## src/rtl/uef_pkg.sv

```systemverilog
// Constants and types for the UART extended-feature register set
// Overview of operation
// - IrDA bit picks 3/16 or 1/4 pulse
// - Polarity bit clear: RTS low transmitting
// - Polarity acts only with auto direction on
// - Auto direction bit gives RTS to transmitter
// - TX disable stops after shift register empties
// - RX disable bit stops serial reception
// - Multidrop bit selects 9-bit address/data framing
// - Special function reachable only when unlocked
// - Flow status gated; field 5:4 reports state
// - Remote-disable bit set after XOFF sent or RTS
// - Terminate bit set when remote stops transmitter
// - Prescaler N field feeds baud generator
// - RX level read-only, selected when bit6 clear
// - Error byte count read-only at offset 05
// - TX level read-only byte count
// - Bit 6 selects RX level or error count
// - Bit 4 allows burst access across registers
// - Bit 3 loops receive data to transmitter
// - Bit 2 opens prescaler and other registers
// - Bit 1 enables automatic DSR/DTR flow control
package uef_pkg;
   localparam logic [7:0] UEF_LCR_UNLOCK = 8'hBF;
   localparam logic [7:0] UEF_KEY_VALUE = 8'h5A;

   localparam logic [3:0] UEF_OFS_FLOW_STATUS = 4'h1;
   localparam logic [3:0] UEF_OFS_PRESCALER = 4'h4;
   localparam logic [3:0] UEF_OFS_RX_COUNT = 4'h5;
   localparam logic [3:0] UEF_OFS_TX_COUNT = 4'h6;
   localparam logic [3:0] UEF_OFS_SPECIAL_FN = 4'h7;
   localparam logic [3:0] UEF_OFS_IDLE_TIME = 4'h8;
   localparam logic [3:0] UEF_OFS_UNLOCK_KEY = 4'hD;
   localparam logic [3:0] UEF_OFS_EXT_FEATURE = 4'hF;

   localparam logic [7:0] UEF_RST_SPECIAL_FN = 8'h00;
   localparam logic [7:0] UEF_RST_IDLE_TIME = 8'h00;
   localparam logic [7:0] UEF_RST_UNLOCK_KEY = 8'h00;
   localparam logic [7:0] UEF_RST_EXT_FEATURE = 8'h00;
   localparam logic [7:0] UEF_RST_PRESCALER = 8'h10;

   // Writable bits of the extended feature control register
   localparam logic [7:0] UEF_EXT_FEATURE_MASK = 8'hB7;

   localparam int UEF_EF_IRDA_WIDE = 7;
   localparam int UEF_EF_DIR_POL = 5;
   localparam int UEF_EF_AUTO_DIR = 4;
   localparam int UEF_EF_TX_DIS = 2;
   localparam int UEF_EF_RX_DIS = 1;
   localparam int UEF_EF_MULTIDROP = 0;

   localparam int UEF_SF_XTAL_FB_DIS = 7;
   localparam int UEF_SF_CNT_SEL = 6;
   localparam int UEF_SF_BURST = 4;
   localparam int UEF_SF_LOOPBACK = 3;
   localparam int UEF_SF_SPECIAL_ACC = 2;
   localparam int UEF_SF_AUTO_DSR_DTR = 1;
   localparam int UEF_SF_FORCE_TX = 0;

   // Writable bits of the special function register
   localparam logic [7:0] UEF_SPECIAL_FN_MASK = 8'hDF;

   localparam int UEF_PR_M_HI = 7;
   localparam int UEF_PR_M_LO = 4;
   localparam int UEF_PR_N_HI = 3;
   localparam int UEF_PR_N_LO = 0;

   localparam logic [1:0] UEF_FLOW_IDLE = 2'h0;
   localparam logic [1:0] UEF_FLOW_XOFF_RCVD = 2'h1;
   localparam logic [1:0] UEF_FLOW_TX_OFF = 2'h2;
   localparam logic [1:0] UEF_FLOW_XON_RCVD = 2'h3;

   typedef struct packed {
      logic [7:0] rxCount;
      logic [7:0] errCount;
      logic [7:0] txCount;
   } uef_core_stat_t;

   typedef struct packed {
      logic xoffRcvd;
      logic xonRcvd;
      logic txOffSent;
      logic remoteHold;
      logic remoteTerm;
   } uef_flow_evt_t;

   typedef struct packed {
      logic irdaQuarter;
      logic rxEnable;
      logic nineBit;
      logic loopback;
      logic burstEnable;
      logic autoDsrDtr;
      logic forceTx;
      logic xtalFbDisable;
      logic [3:0] prescM;
      logic [3:0] prescN;
      logic [7:0] idleTime;
   } uef_ctrl_t;
endpackage

```

## src/rtl/uef_ext_regs.sv

```systemverilog
// Extended-feature register set of the UART with unlock gating
`timescale 1ns/1ps
module uef_ext_regs
   import uef_pkg::*;
#(
   parameter logic [7:0] EXT_FEATURE_RESET = UEF_RST_EXT_FEATURE,
   parameter logic [7:0] PRESCALER_RESET = UEF_RST_PRESCALER
) (
   input wire logic mclk,
   input wire logic rst_n,
   input wire logic [7:0] lineCtrl,
   input wire logic regSel,
   input wire logic regRd,
   input wire logic regWr,
   input wire logic [3:0] regAddr,
   input wire logic [7:0] regWdata,
   output logic [7:0] regRdata,
   output logic regRvalid,
   input uef_pkg::uef_core_stat_t coreStat,
   input uef_pkg::uef_flow_evt_t flowEvt,
   input wire logic txActive,
   input wire logic txShiftBusy,
   input wire logic modemRts,
   output uef_pkg::uef_ctrl_t ctrl,
   output logic rtsOut,
   output logic txStop
);
   import uef_pkg::*;

   logic [7:0] extFeature_q;
   logic [7:0] specialFn_q;
   logic [7:0] unlockKey_q;
   logic [7:0] prescaler_q;
   logic [7:0] idleTime_q;
   logic [7:0] rdata_q;
   logic rvalid_q;
   logic rxEnable_q;
   logic [7:0] flowStatus;

   // Burst addressing state
   logic [3:0] nextAddr_q;
   logic inBurst_q;
   logic [3:0] curAddr;

   // Access windows
   logic lcrOpen;
   logic sfOpen;
   logic specOpen;
   logic access;

   assign lcrOpen = (lineCtrl == UEF_LCR_UNLOCK);
   assign sfOpen = lcrOpen && (unlockKey_q == UEF_KEY_VALUE);
   assign specOpen = lcrOpen && specialFn_q[UEF_SF_SPECIAL_ACC];
   assign access = regSel && (regRd || regWr);

   // Later accesses of one transaction step to the next register
   always_comb begin
      if (inBurst_q && specialFn_q[UEF_SF_BURST]) begin
         curAddr = nextAddr_q;
      end else begin
         curAddr = regAddr;
      end
   end

   always_ff @(posedge mclk) begin
      if (!rst_n) begin
         inBurst_q <= 1'b0;
      end else if (!regSel) begin
         inBurst_q <= 1'b0;
      end else if (access) begin
         inBurst_q <= 1'b1;
      end
   end

   always_ff @(posedge mclk) begin
      if (!rst_n) begin
         nextAddr_q <= 4'h0;
      end else if (access) begin
         nextAddr_q <= curAddr + 4'h1;
      end
   end

   // Unlock key
   always_ff @(posedge mclk) begin
      if (!rst_n) begin
         unlockKey_q <= UEF_RST_UNLOCK_KEY;
      end else if (regWr && regSel && lcrOpen && curAddr == UEF_OFS_UNLOCK_KEY) begin
         unlockKey_q <= regWdata;
      end
   end

   // Special function register
   always_ff @(posedge mclk) begin
      if (!rst_n) begin
         specialFn_q <= UEF_RST_SPECIAL_FN;
      end else if (regWr && regSel && sfOpen && curAddr == UEF_OFS_SPECIAL_FN) begin
         specialFn_q <= regWdata & UEF_SPECIAL_FN_MASK;
      end
   end

   // Extended feature control
   always_ff @(posedge mclk) begin
      if (!rst_n) begin
         extFeature_q <= EXT_FEATURE_RESET & UEF_EXT_FEATURE_MASK;
      end else if (regWr && regSel && lcrOpen && !specOpen
            && curAddr == UEF_OFS_EXT_FEATURE) begin
         extFeature_q <= regWdata & UEF_EXT_FEATURE_MASK;
      end
   end

   // Receiver enable in its own flop so the output needs no inverter
   always_ff @(posedge mclk) begin
      if (!rst_n) begin
         rxEnable_q <= ~EXT_FEATURE_RESET[UEF_EF_RX_DIS];
      end else if (regWr && regSel && lcrOpen && !specOpen
            && curAddr == UEF_OFS_EXT_FEATURE) begin
         rxEnable_q <= ~regWdata[UEF_EF_RX_DIS];
      end
   end

   // Baud prescaler M and N
   always_ff @(posedge mclk) begin
      if (!rst_n) begin
         prescaler_q <= PRESCALER_RESET;
      end else if (regWr && regSel && specOpen && curAddr == UEF_OFS_PRESCALER) begin
         prescaler_q <= regWdata;
      end
   end

   // Transmit idle time count
   always_ff @(posedge mclk) begin
      if (!rst_n) begin
         idleTime_q <= UEF_RST_IDLE_TIME;
      end else if (regWr && regSel && specOpen && curAddr == UEF_OFS_IDLE_TIME) begin
         idleTime_q <= regWdata;
      end
   end

   // Read path, one cycle after the strobe
   always_ff @(posedge mclk) begin
      if (!rst_n) begin
         rdata_q <= 8'h00;
      end else if (regRd && regSel) begin
         rdata_q <= 8'h00;
         if (lcrOpen) begin
            case (curAddr)
               UEF_OFS_UNLOCK_KEY: begin
                  rdata_q <= unlockKey_q;
               end
               UEF_OFS_SPECIAL_FN: begin
                  if (sfOpen) begin
                     rdata_q <= specialFn_q;
                  end
               end
               UEF_OFS_EXT_FEATURE: begin
                  if (!specOpen) begin
                     rdata_q <= extFeature_q;
                  end
               end
               UEF_OFS_FLOW_STATUS: begin
                  if (specOpen) begin
                     rdata_q <= flowStatus;
                  end
               end
               UEF_OFS_PRESCALER: begin
                  if (specOpen) begin
                     rdata_q <= prescaler_q;
                  end
               end
               UEF_OFS_RX_COUNT: begin
                  if (specOpen && !specialFn_q[UEF_SF_CNT_SEL]) begin
                     rdata_q <= coreStat.rxCount;
                  end else if (specOpen) begin
                     rdata_q <= coreStat.errCount;
                  end
               end
               UEF_OFS_TX_COUNT: begin
                  if (specOpen) begin
                     rdata_q <= coreStat.txCount;
                  end
               end
               UEF_OFS_IDLE_TIME: begin
                  if (specOpen) begin
                     rdata_q <= idleTime_q;
                  end
               end
               default: begin
                  rdata_q <= 8'h00;
               end
            endcase
         end
      end
   end

   always_ff @(posedge mclk) begin
      if (!rst_n) begin
         rvalid_q <= 1'b0;
      end else begin
         rvalid_q <= regRd && regSel;
      end
   end

   assign regRdata = rdata_q;
   assign regRvalid = rvalid_q;

   // Control outputs straight from the register flops
   assign ctrl.irdaQuarter = extFeature_q[UEF_EF_IRDA_WIDE];
   assign ctrl.rxEnable = rxEnable_q;
   assign ctrl.nineBit = extFeature_q[UEF_EF_MULTIDROP];
   assign ctrl.loopback = specialFn_q[UEF_SF_LOOPBACK];
   assign ctrl.burstEnable = specialFn_q[UEF_SF_BURST];
   assign ctrl.autoDsrDtr = specialFn_q[UEF_SF_AUTO_DSR_DTR];
   assign ctrl.forceTx = specialFn_q[UEF_SF_FORCE_TX];
   assign ctrl.xtalFbDisable = specialFn_q[UEF_SF_XTAL_FB_DIS];
   assign ctrl.prescM = prescaler_q[UEF_PR_M_HI:UEF_PR_M_LO];
   assign ctrl.prescN = prescaler_q[UEF_PR_N_HI:UEF_PR_N_LO];
   assign ctrl.idleTime = idleTime_q;

   uef_dir_ctrl dirCtrl (
      .mclk(mclk),
      .rst_n(rst_n),
      .autoDir(extFeature_q[UEF_EF_AUTO_DIR]),
      .dirPol(extFeature_q[UEF_EF_DIR_POL]),
      .txDisable(extFeature_q[UEF_EF_TX_DIS]),
      .txActive(txActive),
      .txShiftBusy(txShiftBusy),
      .modemRts(modemRts),
      .rtsOut(rtsOut),
      .txStop(txStop)
   );

   uef_flow_status flowStat (
      .mclk(mclk),
      .rst_n(rst_n),
      .evt(flowEvt),
      .status(flowStatus)
   );
endmodule

```

## src/rtl/uef_dir_ctrl.sv

```systemverilog
// RS-485 direction output and transmitter stop gate
`timescale 1ns/1ps
module uef_dir_ctrl (
   input wire logic mclk,
   input wire logic rst_n,
   input wire logic autoDir,
   input wire logic dirPol,
   input wire logic txDisable,
   input wire logic txActive,
   input wire logic txShiftBusy,
   input wire logic modemRts,
   output logic rtsOut,
   output logic txStop
);
   always_ff @(posedge mclk) begin
      if (!rst_n) begin
         rtsOut <= 1'b1;
      end else if (autoDir) begin
         rtsOut <= dirPol ? txActive : ~txActive;
      end else begin
         rtsOut <= modemRts;
      end
   end

   // Stop only at a character boundary
   always_ff @(posedge mclk) begin
      if (!rst_n) begin
         txStop <= 1'b0;
      end else if (!txDisable) begin
         txStop <= 1'b0;
      end else if (!txShiftBusy) begin
         txStop <= 1'b1;
      end
   end
endmodule

```

## src/rtl/uef_flow_status.sv

```systemverilog
// Software flow state tracker for the advanced flow status register
`timescale 1ns/1ps
module uef_flow_status
   import uef_pkg::*;
(
   input wire logic mclk,
   input wire logic rst_n,
   input uef_pkg::uef_flow_evt_t evt,
   output logic [7:0] status
);
   import uef_pkg::*;

   logic [1:0] state_q;
   logic remoteOff_q;
   logic term_q;

   always_ff @(posedge mclk) begin
      if (!rst_n) begin
         state_q <= UEF_FLOW_IDLE;
      end else if (evt.xoffRcvd) begin
         state_q <= UEF_FLOW_XOFF_RCVD;
      end else if (evt.xonRcvd) begin
         state_q <= UEF_FLOW_XON_RCVD;
      end else if (evt.txOffSent) begin
         state_q <= UEF_FLOW_TX_OFF;
      end
   end

   always_ff @(posedge mclk) begin
      if (!rst_n) begin
         remoteOff_q <= 1'b0;
      end else begin
         remoteOff_q <= evt.txOffSent | evt.remoteHold | (remoteOff_q & ~evt.xonRcvd);
      end
   end

   always_ff @(posedge mclk) begin
      if (!rst_n) begin
         term_q <= 1'b0;
      end else begin
         term_q <= evt.remoteTerm;
      end
   end

   assign status = {2'h0, state_q, 2'h0, remoteOff_q, term_q};
endmodule

```

## config.mk

```make
export PLATFORM = sky130hd
export DESIGN_NAME = uef_ext_regs
export DESIGN_NICKNAME = d
export VERILOG_FILES = /design/src/rtl/uef_pkg.sv /design/src/rtl/uef_ext_regs.sv /design/src/rtl/uef_dir_ctrl.sv /design/src/rtl/uef_flow_status.sv
export SDC_FILE = /design/constraint.sdc
export NUM_CORES = 1
export LEC_CHECK = 0
export ABC_AREA = 1
export BUFFER_PORTS_ARGS = -buffer_cell sky130_fd_sc_hd__buf_2
export CORE_AREA = 2 2 87 89
export DETAILED_ROUTE_END_ITERATION = 16
export DIE_AREA = 0 0 89 91
export GPL_TIMING_DRIVEN = 0
export PLACE_DENSITY = 0.68
export SLEW_MARGIN = 20
export SYNTH_ARGS = -nofsm -noshare
export SYNTH_HDL_FRONTEND = slang
export SYNTH_SLANG_ARGS = --single-unit
```

## constraint.sdc

```tcl
create_clock -name mclk -period 2 [get_ports mclk]
set_input_delay 0.2 -clock mclk [delete_from_list [all_inputs] [get_ports mclk]]
set_output_delay 0.2 -clock mclk [all_outputs]
set_load 0.01 [all_outputs]
```

* Yosys cells after proc, flatten, opt, wreduce, memory -nomap -nowiden
Index checks and enable logic that the tools add are counted.
Word-level totals: register bits 58, latch bits 0, memory bits (writable) 0, ROM bits 0, bits of input ports 57, output and inout port bits 35, word-level logic and storage cells 74, memories 0
Operators by class: add/sub/neg operators 1, multiply operators 0, div/mod/pow operators 0, magnitude comparators 0, eq/ne operators 10, shifts and indexed selects 0, mux-type cells 16, bitwise gates (word level) 7, reductions and logical operators 24
Operators by type and width (number):
- 8-bit 2-to-1 mux | 8
- 8-bit one-hot mux with 8 select lines | 1
- 4-bit by 3-bit equality test with 1-bit output, second input constant | 4
- 1-bit logical AND | 16
- 4-bit equality test, second input constant | 3
- 8-bit by 7-bit equality test with 1-bit output, second input constant | 1
- 8-bit equality test, second input constant | 1
- 6-bit 2-to-1 mux | 1
- 4-bit by 1-bit adder with 4-bit output, second input constant | 1
- 4-bit by 1-bit equality test with 1-bit output, second input constant | 1
- 2-bit 2-to-1 mux | 2
- 4-bit 2-to-1 mux | 1
- 1-bit inverter | 4
- 2-bit AND reduction | 2
- 1-bit 2-to-1 mux | 3
- 3-bit nonzero test | 1
- 1-bit zero test | 2
- 1-bit bitwise OR | 2
- 2-bit nonzero test | 1
- 2-bit OR reduction | 1
- 1-bit bitwise AND | 1
- 1-bit logical OR | 1

* Longest topological paths before layout
depth after elaboration 6, gate-level depth with buffers 14, gate-level depth less buffers 13

* By module
From an unflattened synthesis, not the netlist that was laid out.
Unflattened totals: cell total of the unflattened synthesis 474, area total of the unflattened synthesis 3213.1 sq um
Modules (own cells, without submodules):
- uef_ext_regs | instances 1, cells each 434, area each 2934.1 sq um, seq. area each 1041.0 sq um
- uef_flow_status | instances 1, cells each 26, area each 188.9 sq um, seq. area each 80.1 sq um
- uef_dir_ctrl | instances 1, cells each 14, area each 90.1 sq um, seq. area each 40.0 sq um

* Least setup slack after synthesis
No wires, ideal clock.
kind register -> register, from register specialFn_q[4], to register rdata_q[6], in the netlist regRdata[6], setup time 132 ps, data arrival time 2046 ps, path slack -178 ps, cell stages (with the launch flop) 13, buffers on the path 2, clock period less this slack 2178 ps, cells stage by stage dfxtp_1 nand2_2 o21ai_0 inv_1 ha_1 clkbuf_1 clkbuf_1 nand4_1 nand2_1 o21ai_1 nand2_1 nand2_1 a21oi_1
On the way: longest elaborated chain between the ends 5, elaborated cells on any way between the ends 12, classes of those cells eq/ne (8); mux (3); reduce/logical (1)
Ends and longest elaborated chain:
- start, declared | RTL line uef_ext_regs.sv:31 | logic [7:0] specialFn_q;
- start signal, assigned | RTL line uef_ext_regs.sv:97 | specialFn_q <= regWdata & UEF_SPECIAL_FN_MASK;
- 1-bit logical AND * | RTL line uef_ext_regs.sv:58 | if (inBurst_q && specialFn_q[UEF_SF_BURST]) begin
- 4-bit 2-to-1 mux * | RTL line uef_ext_regs.sv:58
- 4-bit equality test (tied with other cells) | RTL line uef_ext_regs.sv:146 | case (curAddr)
- 8-bit one-hot mux with 8 select lines * | RTL line uef_ext_regs.sv:146
- 8-bit 2-to-1 mux * | RTL line uef_ext_regs.sv:145 | if (lcrOpen) begin
- end signal, assigned | RTL line uef_ext_regs.sv:148 | rdata_q <= unlockKey_q;
- end signal, assigned | RTL line uef_ext_regs.sv:152 | rdata_q <= specialFn_q;
- end signal, assigned | RTL line uef_ext_regs.sv:157 | rdata_q <= extFeature_q;
- end, declared | RTL line uef_ext_regs.sv:35 | logic [7:0] rdata_q;
Every way passes the cells marked *; elsewhere a longest branch is shown, timed or not. A chain may end at the register's enable or synchronous reset.

* Worst setup path after layout
from register specialFn_q[4], to register rdata_q[4], in the netlist regRdata[4]
On the way: longest elaborated chain between the ends 5, elaborated cells on any way between the ends 13, classes of those cells eq/ne (8); mux (4); reduce/logical (1)
Ends and longest elaborated chain (RTL line):
- 1-bit logical AND | uef_ext_regs.sv:58
- 4-bit 2-to-1 mux | uef_ext_regs.sv:58
- 4-bit equality test (tied with other cells) | uef_ext_regs.sv:146
- 8-bit one-hot mux with 8 select lines * | uef_ext_regs.sv:146
- 8-bit 2-to-1 mux * | uef_ext_regs.sv:145
Marked as above.

==> flow_summary.yaml <==
yosys:
  yosys-top-cells-count: "112 x nand2_1, 58 x dfxtp_1, 45 x nor2_1"
  yosysMostFrequentCell: "nand2_1"
  syn_nets: 523
  syn_avg_cell_area_um2: 6.76
  synth_cell_types: 30
  seq_area_frac_synth_pct: 37.2
  synth-seq-cells: 58
  yosysTopAreaCellShare_pct: 37.2
  synth_area_um2: 3120
  async_reset_ff_share_pct: 0
  synth_edf_count: 0
  yosys.area.top_type: "dfxtp_1"
  synthFlopType: "dfxtp_1"
  yosysWarnings: 0
  synth.top_cells.by_area: "dfxtp_1 37%, nand2_1 13%, a21oi_1 6.3%"
  postSynthCellCount: 462
routing:
  dr.pass1.iters: 5
  wirelength_um: 9510
  ant_nets: 0
  via_count: 3413
  wl_per_cell_um: 14.0
  drtIter0Drc: 221
  drc_errors: 0
  vias_per_cell: 5.03
setup_path:
  worstSetupPathType: "flip-flop to flip-flop"
  critPathBufInv: 2
  cpMaxStageDelayCell: "dfxtp_4"
  cp_max_fo: 10
  cpMostUsedCell: "nand2_1"
  cp.arrival_ns: 2.15
  critPathMaxStageDelay_ns: 0.43
  worstPathRequired_ns: 2.21
  endpoint_kind: "flip-flop"
  reg2reg_depth: 11
  crit_family: "compound AO/OA/AOI/OAI gates"
  cp_cell_sequence: "nand2_8 -> o21ai_4 -> inv_2 -> ha_4 -> buf_6 -> nand4_1 -> nand2_1 -> o21ai_2 -> nand2_1 -> nand2_1 -> a21oi_1"
  worstSetupPathDepth: 11
  start_kind: "flip-flop"
global_route:
  grt_util_met3_pct: 4.36
  use_met2_pct: 34.5
  grt-ovfl-total: 0
  met1_usage_pct: 31.7
  grt-busiest-layer: "met2"
  gr-usage-all-layers_pct: 22.8
  grt_pass1_vias: 2958
  antenna_found_initial: 0
  grt_max_degree: 11
  grt_pass1_wl_um: 14200
power_and_ir_drop:
  power_frac_comb_pct: 10.5
  power_density_nw_per_um2: 615
  leakagePower_nw: 2.04
  power.total_w: 0.00254
  p_int_w: 0.00192
  p_sw_w: 0.000623
  clkPwrFrac_pct: 43.1
  peakVddDrop_mv: 0.405
  p_seq_share_pct: 46.4
  swShare_pct: 24.5
timing:
  timing.fmax_ghz: 0.516
  finalSetupTns_ns: 0
  tightest_slew_ns: 0.630
  hold_ws_ns: 0.0309
  post-route-period-util_pct: 97.0
  setup_viol: 0
  hold_viol_final: 0
  slew_viol_final: 0
  clock_skew_ns: 0.00612
  relSlewSlack_pct: 57.9
  final.min_clock_period_ns: 1.94
clocking:
  clkTransAtPathRegs_ns: 0.06
  cts.path.max_buffers: 2
  clock-sinks: 58
  holdBufCountCts: 0
  htree_levels: 3
  numCtsBuffers: 9
  root_buffer: "clkbuf_8"
  clock_latency_ns: 0.34
  cts_tree: "done"
place:
  placed_cell_area_um2: 3710
  portBuffers: 91
  gp_congestion: 0.902
  hpwl_um: 7090
layout:
  final_cell_area_um2: 4130
  syn2layout_area_growth_pct: 32.3
  fillers: 708
  drive_gt1_share_pct: 30.7
  fin_util_pct: 57.9
  nNetsFinal: 635
  n_antenna_cell: 0
floorplanning:
  die_w_um: 89
  initial_utilization_pct: 43.8
  core_um2: 7140
  ios: 92
  die_y_um: 91
  die-area_um2: 8100
  row_count: 31
min_path:
  worst_hold_path_type: "input port to flip-flop"
  holdPathStages: 2
flow_run:
  maxCapViolations: 0
run_status:
  status: "finished clean"
-- path summary, 6_finish.rpt --
path                                from  slack [ns]                     endpoint
min reg2reg  dirCtrl.txStop$_SDFFE_PN0N_        0.45  dirCtrl.txStop$_SDFFE_PN0N_
min                          txShiftBusy        0.03  dirCtrl.txStop$_SDFFE_PN0N_
max          specialFn_q[4]$_SDFFE_PN0P_        0.06     regRdata[4]$_SDFFE_PN0P_
max reg2reg  specialFn_q[4]$_SDFFE_PN0P_        0.06     regRdata[4]$_SDFFE_PN0P_
-- power groups by stage --
stage	clock network [W]	registers [W]	logic, W
6_report	0.00110	0.00118	0.000267
5_1_grt	0.00116	0.00118	0.000292
4_1_cts	0.00112	0.00118	0.000245
3_5_place_dp	0	0.00120	0.000235
3_3_place_gp	0	0.00120	0.000233
2_1_floorplan	0	0.00120	0.000134
-- layout make-up --
type                    instances  area [µm²]  area share [%]
plain buffers                  27         189            4.57
clock buffers                  14         163            3.94
clock inverters                 2        35.0           0.848
inverters                      45         175            4.24
multi-input cells             330        1730            42.0
flip-flops and latches         58        1170            28.3
well taps                      99         124            3.00
repair buffers                102         538            13.0
repair inverters                1        5.00           0.121
-- flip-flops by register name, indices dropped and copies added, names as in the netlist, 2 cells and up --
name,flops
extFeature_q,6
flowStat.state_q,2
idleTime_q,8
nextAddr_q,4
prescaler_q,8
regRdata,8
specialFn_q,7
unlockKey_q,8
-- per-layer routing --
metal | part of all wire, % | vias up
met5 | 0 | -
met4 | 2.1 | 0
met3 | 5.2 | 15
met2 | 46 | 117
met1 | 47 | 1533
li1 | - | 1748
-- through the flow --
step	std cells	setup slack, ns
3_5_place_dp	652	-0.539
3_3_place_gp	652	-0.497
2_1_floorplan	462	0.0412
4_1_cts	666	0.00220
5_1_grt	678	-0.0168
6_report	678	0.0610
-- cell families after synthesis --
| kind of cell | synth area share [%] |
|---|---|
| AND/OR/NAND/NOR | 33.6 |
| AO/OA/AOI/OAI | 15.8 |
| adder cells (fa/ha/maj) | 1.60 |
| buffers and inverters | 11.3 |
| flip-flops | 37.2 |
| XOR/XNOR | 0.561 |
-- what timing repair did --
item | 4_1_cts | 5_1_grt
resized for setup | 13 | 30
setup endpoints to repair | 45 | 32
gates cloned | 0 | 1
pin swaps | 0 | 15
buffers inserted | 0 | 11
-- placed cells by master, fill, tap and decap left out, drive strengths merged, types with 4 or more instances in the layout --
cell type and instances:
clkinv 5, a21oi 39, nor2 49, ha 4, dfxtp 58, o21ai 48
clkbuf 20, nor3 4, nand4 22, inv 42, nand3 33, buf 123
nand2 121
Note: power is estimated with default switching activity, not from simulation.
